## src/rtl/bhm_consts.svh

```systemverilog
// constants for the byte hardware multiplier
`ifndef BHM_CONSTS_SVH
`define BHM_CONSTS_SVH
`define BHM_OPERAND_W    8
`define BHM_PRODUCT_W    16
`define BHM_HIGH_LSB     8
`define BHM_PROD_RESET   16'h0000
`define BHM_STATUS_W     8
`define BHM_STATUS_RESET 8'h00
`define BHM_MUL_CYCLES   1
`endif

```

## src/rtl/bhm_pkg.sv

```systemverilog
// types shared by the byte hardware multiplier
`include "bhm_consts.svh"
package bhm_pkg;
    typedef logic [`BHM_OPERAND_W-1:0] bhm_byte_t;

    // multiply request from the core
    typedef struct packed {
        logic      valid;
        bhm_byte_t working_register;
        bhm_byte_t file_register;
    } bhm_mul_req_s;

    // direct software write to the product pair
    typedef struct packed {
        logic      wr_high;
        logic      wr_low;
        bhm_byte_t data;
    } bhm_prod_wr_s;

    // product register pair as seen by the core
    typedef struct packed {
        bhm_byte_t product_high;
        bhm_byte_t product_low;
    } bhm_prod_s;
endpackage : bhm_pkg

```

## src/rtl/bhm_multiplier.sv

```systemverilog
// single-cycle 8x8 unsigned multiplier with product register pair
`include "bhm_consts.svh"

module bhm_multiplier #(
    parameter int OPERAND_W = `BHM_OPERAND_W
) (
    input  wire logic                  core_clk_i,
    input  wire logic                  resetn_i,
    input  wire bhm_pkg::bhm_mul_req_s mul_req_i,
    input  wire bhm_pkg::bhm_prod_wr_s prod_wr_i,
    input  wire logic [7:0]            alu_status_i,
    output logic [7:0]                 alu_status_o,
    output bhm_pkg::bhm_prod_s         prod_o,
    output logic                       mul_done_o
);
    import bhm_pkg::*;

    // the packed types fix the width; other widths are refused
    if (OPERAND_W != `BHM_OPERAND_W) begin : g_width_check
        $error("bhm_multiplier: only 8-bit operands are supported");
    end

    // zero-extended product, no truncation possible at 16 bits
    function automatic logic [`BHM_PRODUCT_W-1:0] umul8(input bhm_byte_t a,
                                                       input bhm_byte_t b);
        umul8 = {8'h00, a} * {8'h00, b};
    endfunction : umul8

    bhm_prod_s  prod_reg;
    bhm_prod_s  prod_next;
    logic       done_reg;
    logic       done_next;
    logic [7:0] status_reg;
    logic [7:0] status_next;
    logic [`BHM_PRODUCT_W-1:0] mul_full;

    // multiply and writes; multiply wins over a same-cycle direct write
    always_comb begin
        mul_full    = umul8(mul_req_i.working_register,
                            mul_req_i.file_register);
        prod_next   = prod_reg; // hold between updates
        done_next   = mul_req_i.valid;
        status_next = alu_status_i; // multiply never touches flags
        if (mul_req_i.valid) begin
            prod_next.product_high = mul_full[`BHM_PRODUCT_W-1:`BHM_HIGH_LSB];
            prod_next.product_low  = mul_full[`BHM_HIGH_LSB-1:0];
        end else begin
            if (prod_wr_i.wr_high) begin
                prod_next.product_high = prod_wr_i.data;
            end
            if (prod_wr_i.wr_low) begin
                prod_next.product_low = prod_wr_i.data;
            end
        end
    end

    // registered in the same cycle the request is seen
    always_ff @(posedge core_clk_i) begin
        if (!resetn_i) begin
            prod_reg   <= `BHM_PROD_RESET;
            done_reg   <= 1'b0;
            status_reg <= `BHM_STATUS_RESET;
        end else begin
            prod_reg   <= prod_next;
            done_reg   <= done_next;
            status_reg <= status_next;
        end
    end

    // outputs come straight from the registers, no logic after them
    assign prod_o       = prod_reg;
    assign mul_done_o   = done_reg;
    assign alu_status_o = status_reg;

    // checks
    // full product visible one cycle after the request
    property p_product_one_cycle;
        @(posedge core_clk_i) disable iff (!resetn_i)
        mul_req_i.valid |=> prod_o == umul8($past(mul_req_i.working_register),
                                            $past(mul_req_i.file_register));
    endproperty
    a_product_one_cycle: assert property (p_product_one_cycle)
        else $error("product not ready one cycle after multiply");

    // upper half of the product lands in the high register
    property p_high_byte;
        @(posedge core_clk_i) disable iff (!resetn_i)
        mul_req_i.valid |=> prod_o.product_high ==
            8'(({8'h00, $past(mul_req_i.working_register)} *
                {8'h00, $past(mul_req_i.file_register)}) >> 8);
    endproperty
    a_high_byte: assert property (p_high_byte)
        else $error("high product byte wrong");

    // largest operands must keep the top bits
    property p_no_trunc;
        @(posedge core_clk_i) disable iff (!resetn_i)
        (mul_req_i.valid && mul_req_i.working_register == 8'hFF &&
         mul_req_i.file_register == 8'hFF) |=> prod_o == 16'hFE01;
    endproperty
    a_no_trunc: assert property (p_no_trunc)
        else $error("largest product truncated");

    // multiply leaves the flags copy alone
    property p_flags_kept;
        @(posedge core_clk_i) disable iff (!resetn_i)
        mul_req_i.valid |=> alu_status_o == $past(alu_status_i);
    endproperty
    a_flags_kept: assert property (p_flags_kept)
        else $error("status flags changed by multiply");

    // zero in the working register always gives zero
    property p_operand_source;
        @(posedge core_clk_i) disable iff (!resetn_i)
        (mul_req_i.valid && mul_req_i.working_register == 8'h00) |=> prod_o == 16'h0000;
    endproperty
    a_operand_source: assert property (p_operand_source)
        else $error("zero working register gave nonzero product");

    // idle cycles leave the pair untouched
    property p_hold;
        @(posedge core_clk_i) disable iff (!resetn_i)
        (!mul_req_i.valid && !prod_wr_i.wr_high && !prod_wr_i.wr_low)
            |=> $stable(prod_o);
    endproperty
    a_hold: assert property (p_hold)
        else $error("product pair changed without cause");

    // done drops once requests stop
    property p_done_pulse;
        @(posedge core_clk_i) disable iff (!resetn_i)
        mul_req_i.valid ##1 !mul_req_i.valid |=> !mul_done_o;
    endproperty
    a_done_pulse: assert property (p_done_pulse)
        else $error("done stretched past one cycle");

    // low-only write leaves the high byte alone
    property p_low_write;
        @(posedge core_clk_i) disable iff (!resetn_i)
        (!mul_req_i.valid && prod_wr_i.wr_low && !prod_wr_i.wr_high)
            |=> prod_o.product_low == $past(prod_wr_i.data) &&
                prod_o.product_high == $past(prod_o.product_high);
    endproperty
    a_low_write: assert property (p_low_write)
        else $error("direct low write wrong");

    // done is exactly the request one cycle late, never stretched
    property p_done_exact;
        @(posedge core_clk_i) disable iff (!resetn_i)
        1'b1 |=> mul_done_o == $past(mul_req_i.valid);
    endproperty
    a_done_exact: assert property (p_done_exact)
        else $error("done does not follow the multiply request");

    // low half of the product lands in the low register
    property p_low_byte;
        @(posedge core_clk_i) disable iff (!resetn_i)
        mul_req_i.valid |=> prod_o.product_low ==
            8'($past(mul_req_i.working_register) * $past(mul_req_i.file_register));
    endproperty
    a_low_byte: assert property (p_low_byte)
        else $error("low product byte wrong");

    // a multiply beats a direct write in the same cycle
    property p_mul_wins;
        @(posedge core_clk_i) disable iff (!resetn_i)
        (mul_req_i.valid && (prod_wr_i.wr_high || prod_wr_i.wr_low))
            |=> prod_o == ({8'h00, $past(mul_req_i.working_register)} *
                           {8'h00, $past(mul_req_i.file_register)});
    endproperty
    a_mul_wins: assert property (p_mul_wins)
        else $error("direct write overrode a multiply");

    // high-only write leaves the low byte alone
    property p_high_write;
        @(posedge core_clk_i) disable iff (!resetn_i)
        (!mul_req_i.valid && prod_wr_i.wr_high && !prod_wr_i.wr_low)
            |=> prod_o.product_high == $past(prod_wr_i.data) &&
                prod_o.product_low == $past(prod_o.product_low);
    endproperty
    a_high_write: assert property (p_high_write)
        else $error("direct high write wrong");

    // both enables put the same byte into both halves
    property p_both_write;
        @(posedge core_clk_i) disable iff (!resetn_i)
        (!mul_req_i.valid && prod_wr_i.wr_high && prod_wr_i.wr_low)
            |=> prod_o == {2{$past(prod_wr_i.data)}};
    endproperty
    a_both_write: assert property (p_both_write)
        else $error("direct write to both bytes wrong");

    // flags copy follows its input every cycle, multiply or not
    property p_status_follow;
        @(posedge core_clk_i) disable iff (!resetn_i)
        1'b1 |=> alu_status_o == $past(alu_status_i);
    endproperty
    a_status_follow: assert property (p_status_follow)
        else $error("status copy does not follow its input");

    // synchronous reset clears every output on the next edge
    property p_reset_clear;
        @(posedge core_clk_i)
        !resetn_i |=> (prod_o == `BHM_PROD_RESET && !mul_done_o &&
                       alu_status_o == `BHM_STATUS_RESET);
    endproperty
    a_reset_clear: assert property (p_reset_clear)
        else $error("outputs not cleared by reset");

    c_mul:      cover property (@(posedge core_clk_i) mul_req_i.valid);
    c_back2back: cover property (@(posedge core_clk_i)
        mul_req_i.valid ##1 mul_req_i.valid);
    c_max:      cover property (@(posedge core_clk_i) prod_o == 16'hFE01);
    c_wr_high:  cover property (@(posedge core_clk_i)
        !mul_req_i.valid && prod_wr_i.wr_high);
    c_wr_both:  cover property (@(posedge core_clk_i)
        !mul_req_i.valid && prod_wr_i.wr_high && prod_wr_i.wr_low);
endmodule : bhm_multiplier

```

## config.mk

```make
export PLATFORM = sky130hd
export DESIGN_NAME = bhm_multiplier
export DESIGN_NICKNAME = d
export VERILOG_FILES = /design/src/rtl/bhm_pkg.sv /design/src/rtl/bhm_multiplier.sv
export VERILOG_INCLUDE_DIRS = /design/src /design/src/rtl
export SDC_FILE = /design/constraint.sdc
export NUM_CORES = 1
export LEC_CHECK = 0
export BUFFER_PORTS_ARGS = -buffer_cell sky130_fd_sc_hd__buf_4
export CORE_MARGIN = 3
export CORE_UTILIZATION = 35
export CTS_BUF_LIST = sky130_fd_sc_hd__clkbuf_8
export DETAILED_ROUTE_END_ITERATION = 8
export GPL_ROUTABILITY_DRIVEN = 0
export PLACE_DENSITY = 0.62
export SLEW_MARGIN = 20
export SYNTH_ARGS = -nofsm -noshare
export SYNTH_HDL_FRONTEND = slang
export SYNTH_SLANG_ARGS = --single-unit
```

## constraint.sdc

```tcl
create_clock -name core_clk_i -period 5.8 [get_ports core_clk_i]
set_clock_uncertainty 0.1 [all_clocks]
set_input_delay 1.16 -clock core_clk_i [delete_from_list [all_inputs] [get_ports core_clk_i]]
set_output_delay 1.16 -clock core_clk_i [all_outputs]
set_load 0.05 [all_outputs]
```

==> results.cfg, run 1 <==
[outcome]
status = finished clean

[power]
power.density_nw_per_um2 = 300
clkPwrFrac_pct = 9.6
p_sw_share_pct = 50.0
power_frac_comb_pct = 70.6
p_leak_nw = 1.86
p_sw_w = 0.000551
pwr-share-seq_pct = 19.8
intPower_w = 0.000552
vdd_drop_max_mv = 0.150

[drt]
vias_per_cell = 4.95
drt-total-wl_mm = 6.83
drc = 0
vias = 2475
drt-initial-drc-count = 64
first_pass_iters = 4
drt.antenna.violating_nets = 0
routedWlPerCell_microns = 13.7

[floorplan]
initial_core_util_pct = 36.6
placementRows = 33
coreArea_sq_um = 8380
ios = 62
die_w_microns = 99.6
dieArea_sq_um = 9930
die_y_microns = 99.6

[worst_setup_path]
r2r_start = prod_o[12]
worstPathCellList = buf_4, and2_1, fa_1, fa_1, fa_1, inv_1, fa_1, inv_1, ha_1, o211ai_1, a21oi_2, o21ai_1, or3b_1, nand3_1
cp.arrival_ns = 5.05
slowest_delay_ns = 0.55
cpMostUsedCell = fa_1
reg2reg_to = prod_o[12]
critPathCaptureType = flop
r2r_cells = 3
path_class = primary input to flop
critPathSlowestCell = fa_1
rrSetupSlack_ns = 4.78
cp_max_fo = 8
worst_ep_required_time_ns = 5.91
cp-start-kind = primary input

[min_path]
hold_start = prod_o[14]
hp-class = flop to flop
hold_depth = 2
whs_endpoint = prod_o[14]

[cts]
cts_max_level = 1
numCtsBuffers = 3
cts.hold.buffers_added = 0
clk_transition_reported_paths_ns = 0.08
postCtsSetupBuffers = 0
clockRootBuffer = clkbuf_8
insertion_delay_ns = 0.27
clock-sinks = 25
post_cts_resized = 0
cts_tree = done
cts_buffer_depth = 2

[yosys]
seq_area_frac_synth_pct = 16.3
yosys.area.top_type_share_pct = 23.5
synth.area.top_cells = fa_1, dfxtp_1, ha_1
synthDistinctLibCells = 41
synth_edf_count = 0
yosys_most_used_dff = dfxtp_1
ys_ff_latch = 25
synth_cells = 337
synthArstFlopShare_pct = 0
synth_area_sq_um = 3070
syn_nets = 446
avgSynthCellArea_sq_um = 9.11
ys_warn_count = 0
yosys.area.top_type = fa_1

[timing]
hold_viol_final = 0
setup_viol = 0
rsz0062_at_grt = no
clock.fmax_mhz = 203
final.period_utilization_pct = 85.1
setup-tns-final_ns = 0
max_slew.worst_pin.slew_ns = 0.294
slew_viol_final = 0
layout_min_cycle_time_ns = 4.93
relSlewSlack_pct = 80.2

[finish]
antenna_cells = 0
drive_gt1_share_pct = 20.0
finalNetCount = 505
fill_cells = 843
final_design_area_no_fill_sq_um = 3680
area_growth_pct = 19.9

[placement]
dpl-instance-area_sq_um = 3630
io_buffer_count = 61
hpwl_mm = 5.75

[global_route]
grt_pass1_wl_mm = 12.0
grt_use_total_pct = 14.6
grt_overflow = 0
antenna_found_initial = 0
grt_pass1_vias = 2582
grt_max_degree = 29

[job]
drv_cap = 0
[critical path, delay by kind of cell]
family / cells / cell delay, ns
adders and majority gates: 5 / 2.49
and+or+nand+nor: 3 / 0.65
AOI/OAI and AO/OA: 3 / 0.49
buffers and inverters: 3 / 0.23
[logic make-up after synthesis]
family                     Yosys count  share of synthesized area, %
AOI/OAI and AO/OA                   47                          10.2
adders and majority gates           72                          38.2
muxes                               17                          5.87
xor gates and xnor gates             7                          2.00
and+or+nand+nor                    113                          20.6
buffers and inverters               56                          6.93
DFF                                 25                          16.3
[sequential cells by signal, indices dropped and copies added (netlist names)]
| signal | count |
|---|---|
| prod_o | 16 |
| alu_status_o | 8 |
| mul_done_o | 1 |
[synthesized netlist by cell type, drive strengths merged (2+ instances only)]
cell type / count
a21o: 2
a21oi: 17
and2: 64
buf: 3
clkbuf: 4
dfxtp: 25
fa: 36
ha: 36
inv: 49
mux2: 8
mux2i: 9
nand2: 26
nand2b: 4
nand3: 5
nand4: 2
nor2: 4
nor3: 2
o211a: 2
o211ai: 3
o21ai: 14
o22ai: 2
xnor2: 2
xor2: 5
[layout make-up]
class                      instances  area, sq um  area share [%]
clock buffer                       3         41.3            1.12
clock inverter                     1         7.51           0.204
inverter                          49          184            5.00
multi-input combinational        256         2360            64.0
sequential                        25          500            13.6
tap                              105          131            3.57
timing repair buffer              61          458            12.4
[metal layers]
metal  vias up  wire (microns)  track usage (%)
met3         4             239             1.96
met1      1218            3110             19.6
li1       1210               -                -
met5         -               0                0
met2        43            3440             26.0
met4         0              47             1.26
[how the worst max path moves through the flow]
stage | slack [ns] | start | cells past startpoint | end
2_1_floorplan | 0.93 | mul_req_i[8] | 14 | prod_o[12]
3_3_place_gp | 0.61 | mul_req_i[8] | 15 | prod_o[12]
3_5_place_dp | 0.59 | mul_req_i[8] | 15 | prod_o[12]
4_1_cts | 0.87 | mul_req_i[9] | 14 | prod_o[15]
5_1_grt | 0.68 | mul_req_i[8] | 15 | prod_o[12]
6_report | 0.87 | mul_req_i[9] | 14 | prod_o[15]
[per-stage QoR]
step	util, %	std cells	setup slack (ns)	hold WS, ns	power [W]
3_5_place_dp	43.3	496	0.593	0.470	0.00100
2_1_floorplan	-	337	0.928	0.675	0.000807
3_3_place_gp	43.3	496	0.606	0.475	0.000994
5_1_grt	43.9	500	0.678	0.541	0.00122
6_report	43.9	500	0.867	0.489	0.00110
4_1_cts	43.9	500	0.872	0.491	0.00112
[power groups by stage]
stage               Clock (W)  Sequential [W]  Combinational, W
finish               0.000106        0.000218          0.000779
global route         0.000118        0.000222          0.000882
CTS                  0.000110        0.000217          0.000790
detailed placement          0        0.000221          0.000784
global placement            0        0.000221          0.000773
floorplan                   0        0.000324          0.000484
[cell usage in the layout, fill, tap and decap left out, types with 2 or more instances in the layout]
cell and count:
inv_1 49, mux2i_1 9, nand4_1 2, o211ai_1 2, nand2_1 26, nand3_1 5, nor2_1 4, clkbuf_8 3
buf_4 61, o21ai_0 12, fa_1 36, nor3_1 2, a21o_1 2, dfxtp_1 25, nand2b_1 4, ha_1 36
and2_1 64, a21oi_1 15, mux2_2 8, a21oi_2 2, xor2_1 5, xnor2_1 2, o22ai_1 2, o211a_1 2
(Power assumes the default switching activity.)
==> inputs of run 2 (changes only) <==
--- a/config.mk
+++ b/config.mk
@@ -12,7 +12,7 @@
 export CTS_BUF_LIST = sky130_fd_sc_hd__clkbuf_8
 export DETAILED_ROUTE_END_ITERATION = 8
 export GPL_ROUTABILITY_DRIVEN = 0
-export PLACE_DENSITY = 0.62
+export PLACE_DENSITY = 0.52
 export SLEW_MARGIN = 20
 export SYNTH_ARGS = -nofsm -noshare
 export SYNTH_HDL_FRONTEND = slang
==> results.cfg, run 2 (synthesis results as in run 1) <==
[worst_setup_path]
reg2reg_to = prod_o[12]
cp_max_fo = 8
critPathSlowestCell = fa_1
cpMostUsedCell = fa_1
path_buf_inv = 4
worst_ep_required_time_ns = 5.85
path_delay_family = adder cells
slowest_delay_ns = 0.55
cp-start-kind = primary input
r2r_start = prod_o[12]
critPathCaptureType = flop
path_class = primary input to flop
worstPathCellList = buf_4, nand2_1, fa_1, fa_1, inv_1, fa_1, inv_1, fa_1, inv_1, ha_1, o211ai_2, o21ai_2, a41oi_2, mux2i_1, a311o_1
cp.arrival_ns = 5.00
rrSetupSlack_ns = 4.76
r2r_cells = 3

[cts]
cts_max_level = 1
clk_transition_reported_paths_ns = 0.08
cts.hold.buffers_added = 0
insertion_delay_ns = 0.27
clockRootBuffer = clkbuf_8
numCtsBuffers = 3
cts_buffer_depth = 2
clock-sinks = 25
cts_tree = done
postCtsSetupBuffers = 0
post_cts_resized = 0

[drt]
vias_per_cell = 4.83
drt-initial-drc-count = 64
drt-total-wl_mm = 7.03
routedWlPerCell_microns = 14.1
drc = 0
first_pass_iters = 4
vias = 2414
drt.antenna.violating_nets = 0

[power]
p_sw_share_pct = 49.9
power_frac_comb_pct = 71.0
p_sw_w = 0.000548
pwr-share-seq_pct = 19.7
vdd_drop_max_mv = 0.162
clkPwrFrac_pct = 9.3
p_leak_nw = 1.87
intPower_w = 0.000551
power.density_nw_per_um2 = 299

[timing]
max_slew.worst_pin.slew_ns = 0.304
slew_viol_final = 0
setup-tns-final_ns = 0
hold_slack_ns = 0.489
hold_viol_final = 0
rsz0062_at_grt = no
clock.fmax_mhz = 202
layout_min_cycle_time_ns = 4.94
final.period_utilization_pct = 85.3
setup_viol = 0
relSlewSlack_pct = 79.6

[job]
drv_cap = 0

[min_path]
hold_depth = 2
hp-class = flop to flop
hold_start = prod_o[14]
whs_endpoint = prod_o[14]

[global_route]
grt_use_total_pct = 14.8
grt_overflow = 0
grt_pass1_vias = 2487
antenna_found_initial = 0
grt_max_degree = 29
grt_pass1_wl_mm = 12.2

[finish]
final_design_area_no_fill_sq_um = 3670
final_common_cell = and2_1
fill_cells = 877
area_growth_pct = 19.7
drive_gt1_share_pct = 19.7
mostFrequentLayoutCells = and2_1, buf_4, inv_1
antenna_cells = 0
fin_util_pct = 43.8
largest_reg_flops = 16
finalNetCount = 505

[placement]
io_buffer_count = 61
hpwl_mm = 5.98
dpl-instance-area_sq_um = 3630

[outcome]
status = finished clean

[floorplan]
initial_core_util_pct = 36.6
dieArea_sq_um = 9930
ios = 62
coreArea_sq_um = 8380
die_y_microns = 99.6
placementRows = 33
die_w_microns = 99.6
-- run 2: worst max-delay path by stage --
stage | from | endpoint | depth (start not counted)
after detailed placement | mul_req_i[8] | prod_o[12] | 15
after global placement | mul_req_i[8] | prod_o[12] | 15
final | mul_req_i[8] | prod_o[12] | 15
after floorplan | mul_req_i[8] | prod_o[12] | 14
after CTS | mul_req_i[8] | prod_o[12] | 15
after global routing | mul_req_i[8] | prod_o[12] | 15
-- run 2: area by class of cell --
| type | instances | area [sq um] | share of cell area (%) |
|---|---|---|---|
| Clock inverter | 1 | 3.75 | 0.102 |
| Timing Repair Buffer | 61 | 458 | 12.5 |
| Tap cell | 105 | 131 | 3.58 |
| Sequential cell | 25 | 500 | 13.6 |
| Clock buffer | 3 | 41.3 | 1.12 |
| Multi-Input combinational cell | 256 | 2360 | 64.1 |
| Inverter | 49 | 184 | 5.01 |
-- run 2: worst reg2reg max path, cell delays in order, from the launching register on --
cell and delay [ns]:
dfxtp_1 0.32, mux2i_1 0.14, o22ai_1 0.09, a311o_1 0.28
-- run 2: per-layer routing --
layer	wire, microns	part of all wire (%)	up-vias	GRT usage, %
met1	3300	47	1181	20.8
met4	19	0.27	0	0.945
met2	3570	51	22	26.0
li1	-	-	1209	-
met5	0	0	-	0
met3	139	2.0	2	1.47
-- run 2: stage by stage --
step	cells	setup WS, ns	total power (W)
2_1_floorplan	337	0.928	0.000807
3_3_place_gp	496	0.538	0.00101
3_5_place_dp	496	0.545	0.00101
4_1_cts	500	0.825	0.00112
5_1_grt	500	0.646	0.00123
6_report	500	0.855	0.00110
-- run 2: power by group through the flow --
| stage | clock network [W] | logic [W] | registers, W |
|---|---|---|---|
| 2_1_floorplan | 0 | 0.000484 | 0.000324 |
| 3_3_place_gp | 0 | 0.000786 | 0.000220 |
| 3_5_place_dp | 0 | 0.000790 | 0.000220 |
| 4_1_cts | 0.000107 | 0.000796 | 0.000217 |
| 5_1_grt | 0.000115 | 0.000892 | 0.000220 |
| 6_report | 0.000102 | 0.000780 | 0.000217 |
==> inputs of run 3 (changes only) <==
--- a/config.mk
+++ b/config.mk
@@ -9,7 +9,7 @@
 export BUFFER_PORTS_ARGS = -buffer_cell sky130_fd_sc_hd__buf_4
 export CORE_MARGIN = 3
 export CORE_UTILIZATION = 35
-export CTS_BUF_LIST = sky130_fd_sc_hd__clkbuf_8
+export CTS_BUF_LIST = sky130_fd_sc_hd__clkbuf_16
 export DETAILED_ROUTE_END_ITERATION = 8
 export GPL_ROUTABILITY_DRIVEN = 0
 export PLACE_DENSITY = 0.52
==> results.cfg, run 3 (synthesis results as in run 1) <==
[outcome]
status = finished clean

[power]
p_sw_w = 0.000552
intPower_w = 0.000596
power.density_nw_per_um2 = 309
p_sw_share_pct = 48.1
pwr-share-seq_pct = 18.9
power_frac_comb_pct = 67.9
vdd_drop_max_mv = 0.162
p_leak_nw = 1.88
clkPwrFrac_pct = 13.2

[worst_setup_path]
path_class = primary input to flop
path_buf_inv = 4
cp_max_fo = 8
cp.arrival_ns = 5.00
critPathCaptureType = flop
path_delay_family = adder cells
slowest_delay_ns = 0.55
cp-start-kind = primary input
cpMostUsedCell = fa_1
worst_ep_required_time_ns = 5.84
worstPathCellList = buf_4, nand2_1, fa_1, fa_1, inv_1, fa_1, inv_1, fa_1, inv_1, ha_1, o211ai_2, o21ai_2, a41oi_2, mux2i_1, a311o_1
critPathSlowestCell = fa_1

[drt]
vias = 2429
wl_met3_microns = 146
vias_per_cell = 4.86
drc = 0
routedWlPerCell_microns = 14.0
drt-total-wl_mm = 7.02
drt.antenna.violating_nets = 0
first_pass_iters = 4
wl_met1_mm = 3.29
routed-wl-met2_mm = 3.57
highest_layer = met4
drt-initial-drc-count = 77

[global_route]
grt_use_total_pct = 14.8
antenna_found_initial = 0
grt_pass1_vias = 2483
grt_overflow = 0
grt_pass1_wl_mm = 12.2
grt_max_degree = 29

[floorplan]
dieArea_sq_um = 9930
ios = 62
die_y_microns = 99.6
placementRows = 33
die_w_microns = 99.6
initial_core_util_pct = 36.6
coreArea_sq_um = 8380

[cts]
numCtsBuffers = 3
cts_tree = done
post_cts_resized = 0
cts.hold.buffers_added = 0
clock-sinks = 25
cts_buffer_depth = 2
clk_transition_reported_paths_ns = 0.06
clockRootBuffer = clkbuf_16
cts_max_level = 1
insertion_delay_ns = 0.26
postCtsSetupBuffers = 0

[timing]
layout_min_cycle_time_ns = 4.96
hold_viol_final = 0
rsz0062_at_grt = no
clock.fmax_mhz = 202
relSlewSlack_pct = 79.5
setup-tns-final_ns = 0
max_slew.worst_pin.slew_ns = 0.305
slew_viol_final = 0
setup_slack_ns = 0.840
setup_viol = 0
final.period_utilization_pct = 85.5
hold_slack_ns = 0.485

[finish]
largest_reg_flops = 16
final_common_cell = and2_1
finalNetCount = 505
antenna_cells = 0
mostFrequentLayoutCells = and2_1, buf_4, inv_1
area_growth_pct = 20.8
drive_gt1_share_pct = 19.7

[job]
drv_cap = 0

[placement]
io_buffer_count = 61
hpwl_mm = 5.98
place_ws_ns = 0.545

[min_path]
hp-class = flop to flop
## run 3: cell count changes in the layout (fill, tap and decap cells not counted)
cell,before,now
clkbuf_16,0,3
clkbuf_8,3,0
## run 3: worst paths after layout
| path | from | to | slack, ns | depth (start not counted) |
|---|---|---|---|---|
| setup / recovery | mul_req_i[8] | prod_o[12] | 0.84 | 15 |
| hold / removal | prod_o[14] | prod_o[14] | 0.48 | 2 |
| setup reg to reg | prod_o[12] | prod_o[12] | 4.77 | 3 |
| hold reg to reg | prod_o[14] | prod_o[14] | 0.48 | 2 |
## run 3: power by group through the flow
| stage | combinational [W] | sequential [W] | clock [W] |
|---|---|---|---|
| after floorplan | 0.000484 | 0.000324 | 0 |
| final | 0.000780 | 0.000217 | 0.000151 |
| after CTS | 0.000796 | 0.000217 | 0.000155 |
| after global placement | 0.000786 | 0.000220 | 0 |
| after global routing | 0.000892 | 0.000220 | 0.000163 |
| after detailed placement | 0.000790 | 0.000220 | 0 |
## run 3: layer usage
layer / up-vias / GRT usage [%]
li1: 1214 / -
met5: - / 0
met2: 22 / 26.0
met1: 1191 / 20.7
met4: 0 / 0.945
met3: 2 / 1.47
## run 3: final cells by class
cell class	instances	area [sq um]
Timing Repair Buffer	61	458
Clock inverter	1	3.75
Tap cell	105	131
Fill cell	869	4670
Clock buffer	3	75.1
Inverter	49	184
Multi-Input combinational cell	256	2360
Sequential cell	25	500
## run 3: worst reg2reg max path, delay by kind of cell (launching register included)
kind | cells | cell delay, ns
compound gates | 2 | 0.37
flops | 1 | 0.32
mux | 1 | 0.14
## run 3: through the flow
step	total power [W]	instances	area, sq um	util (%)
global route	0.00127	500	3710	44.2
global placement	0.00101	496	3630	43.3
CTS	0.00117	500	3710	44.2
finish	0.00115	500	3710	44.2
floorplan	0.000807	337	3070	-
detailed placement	0.00101	496	3630	43.3
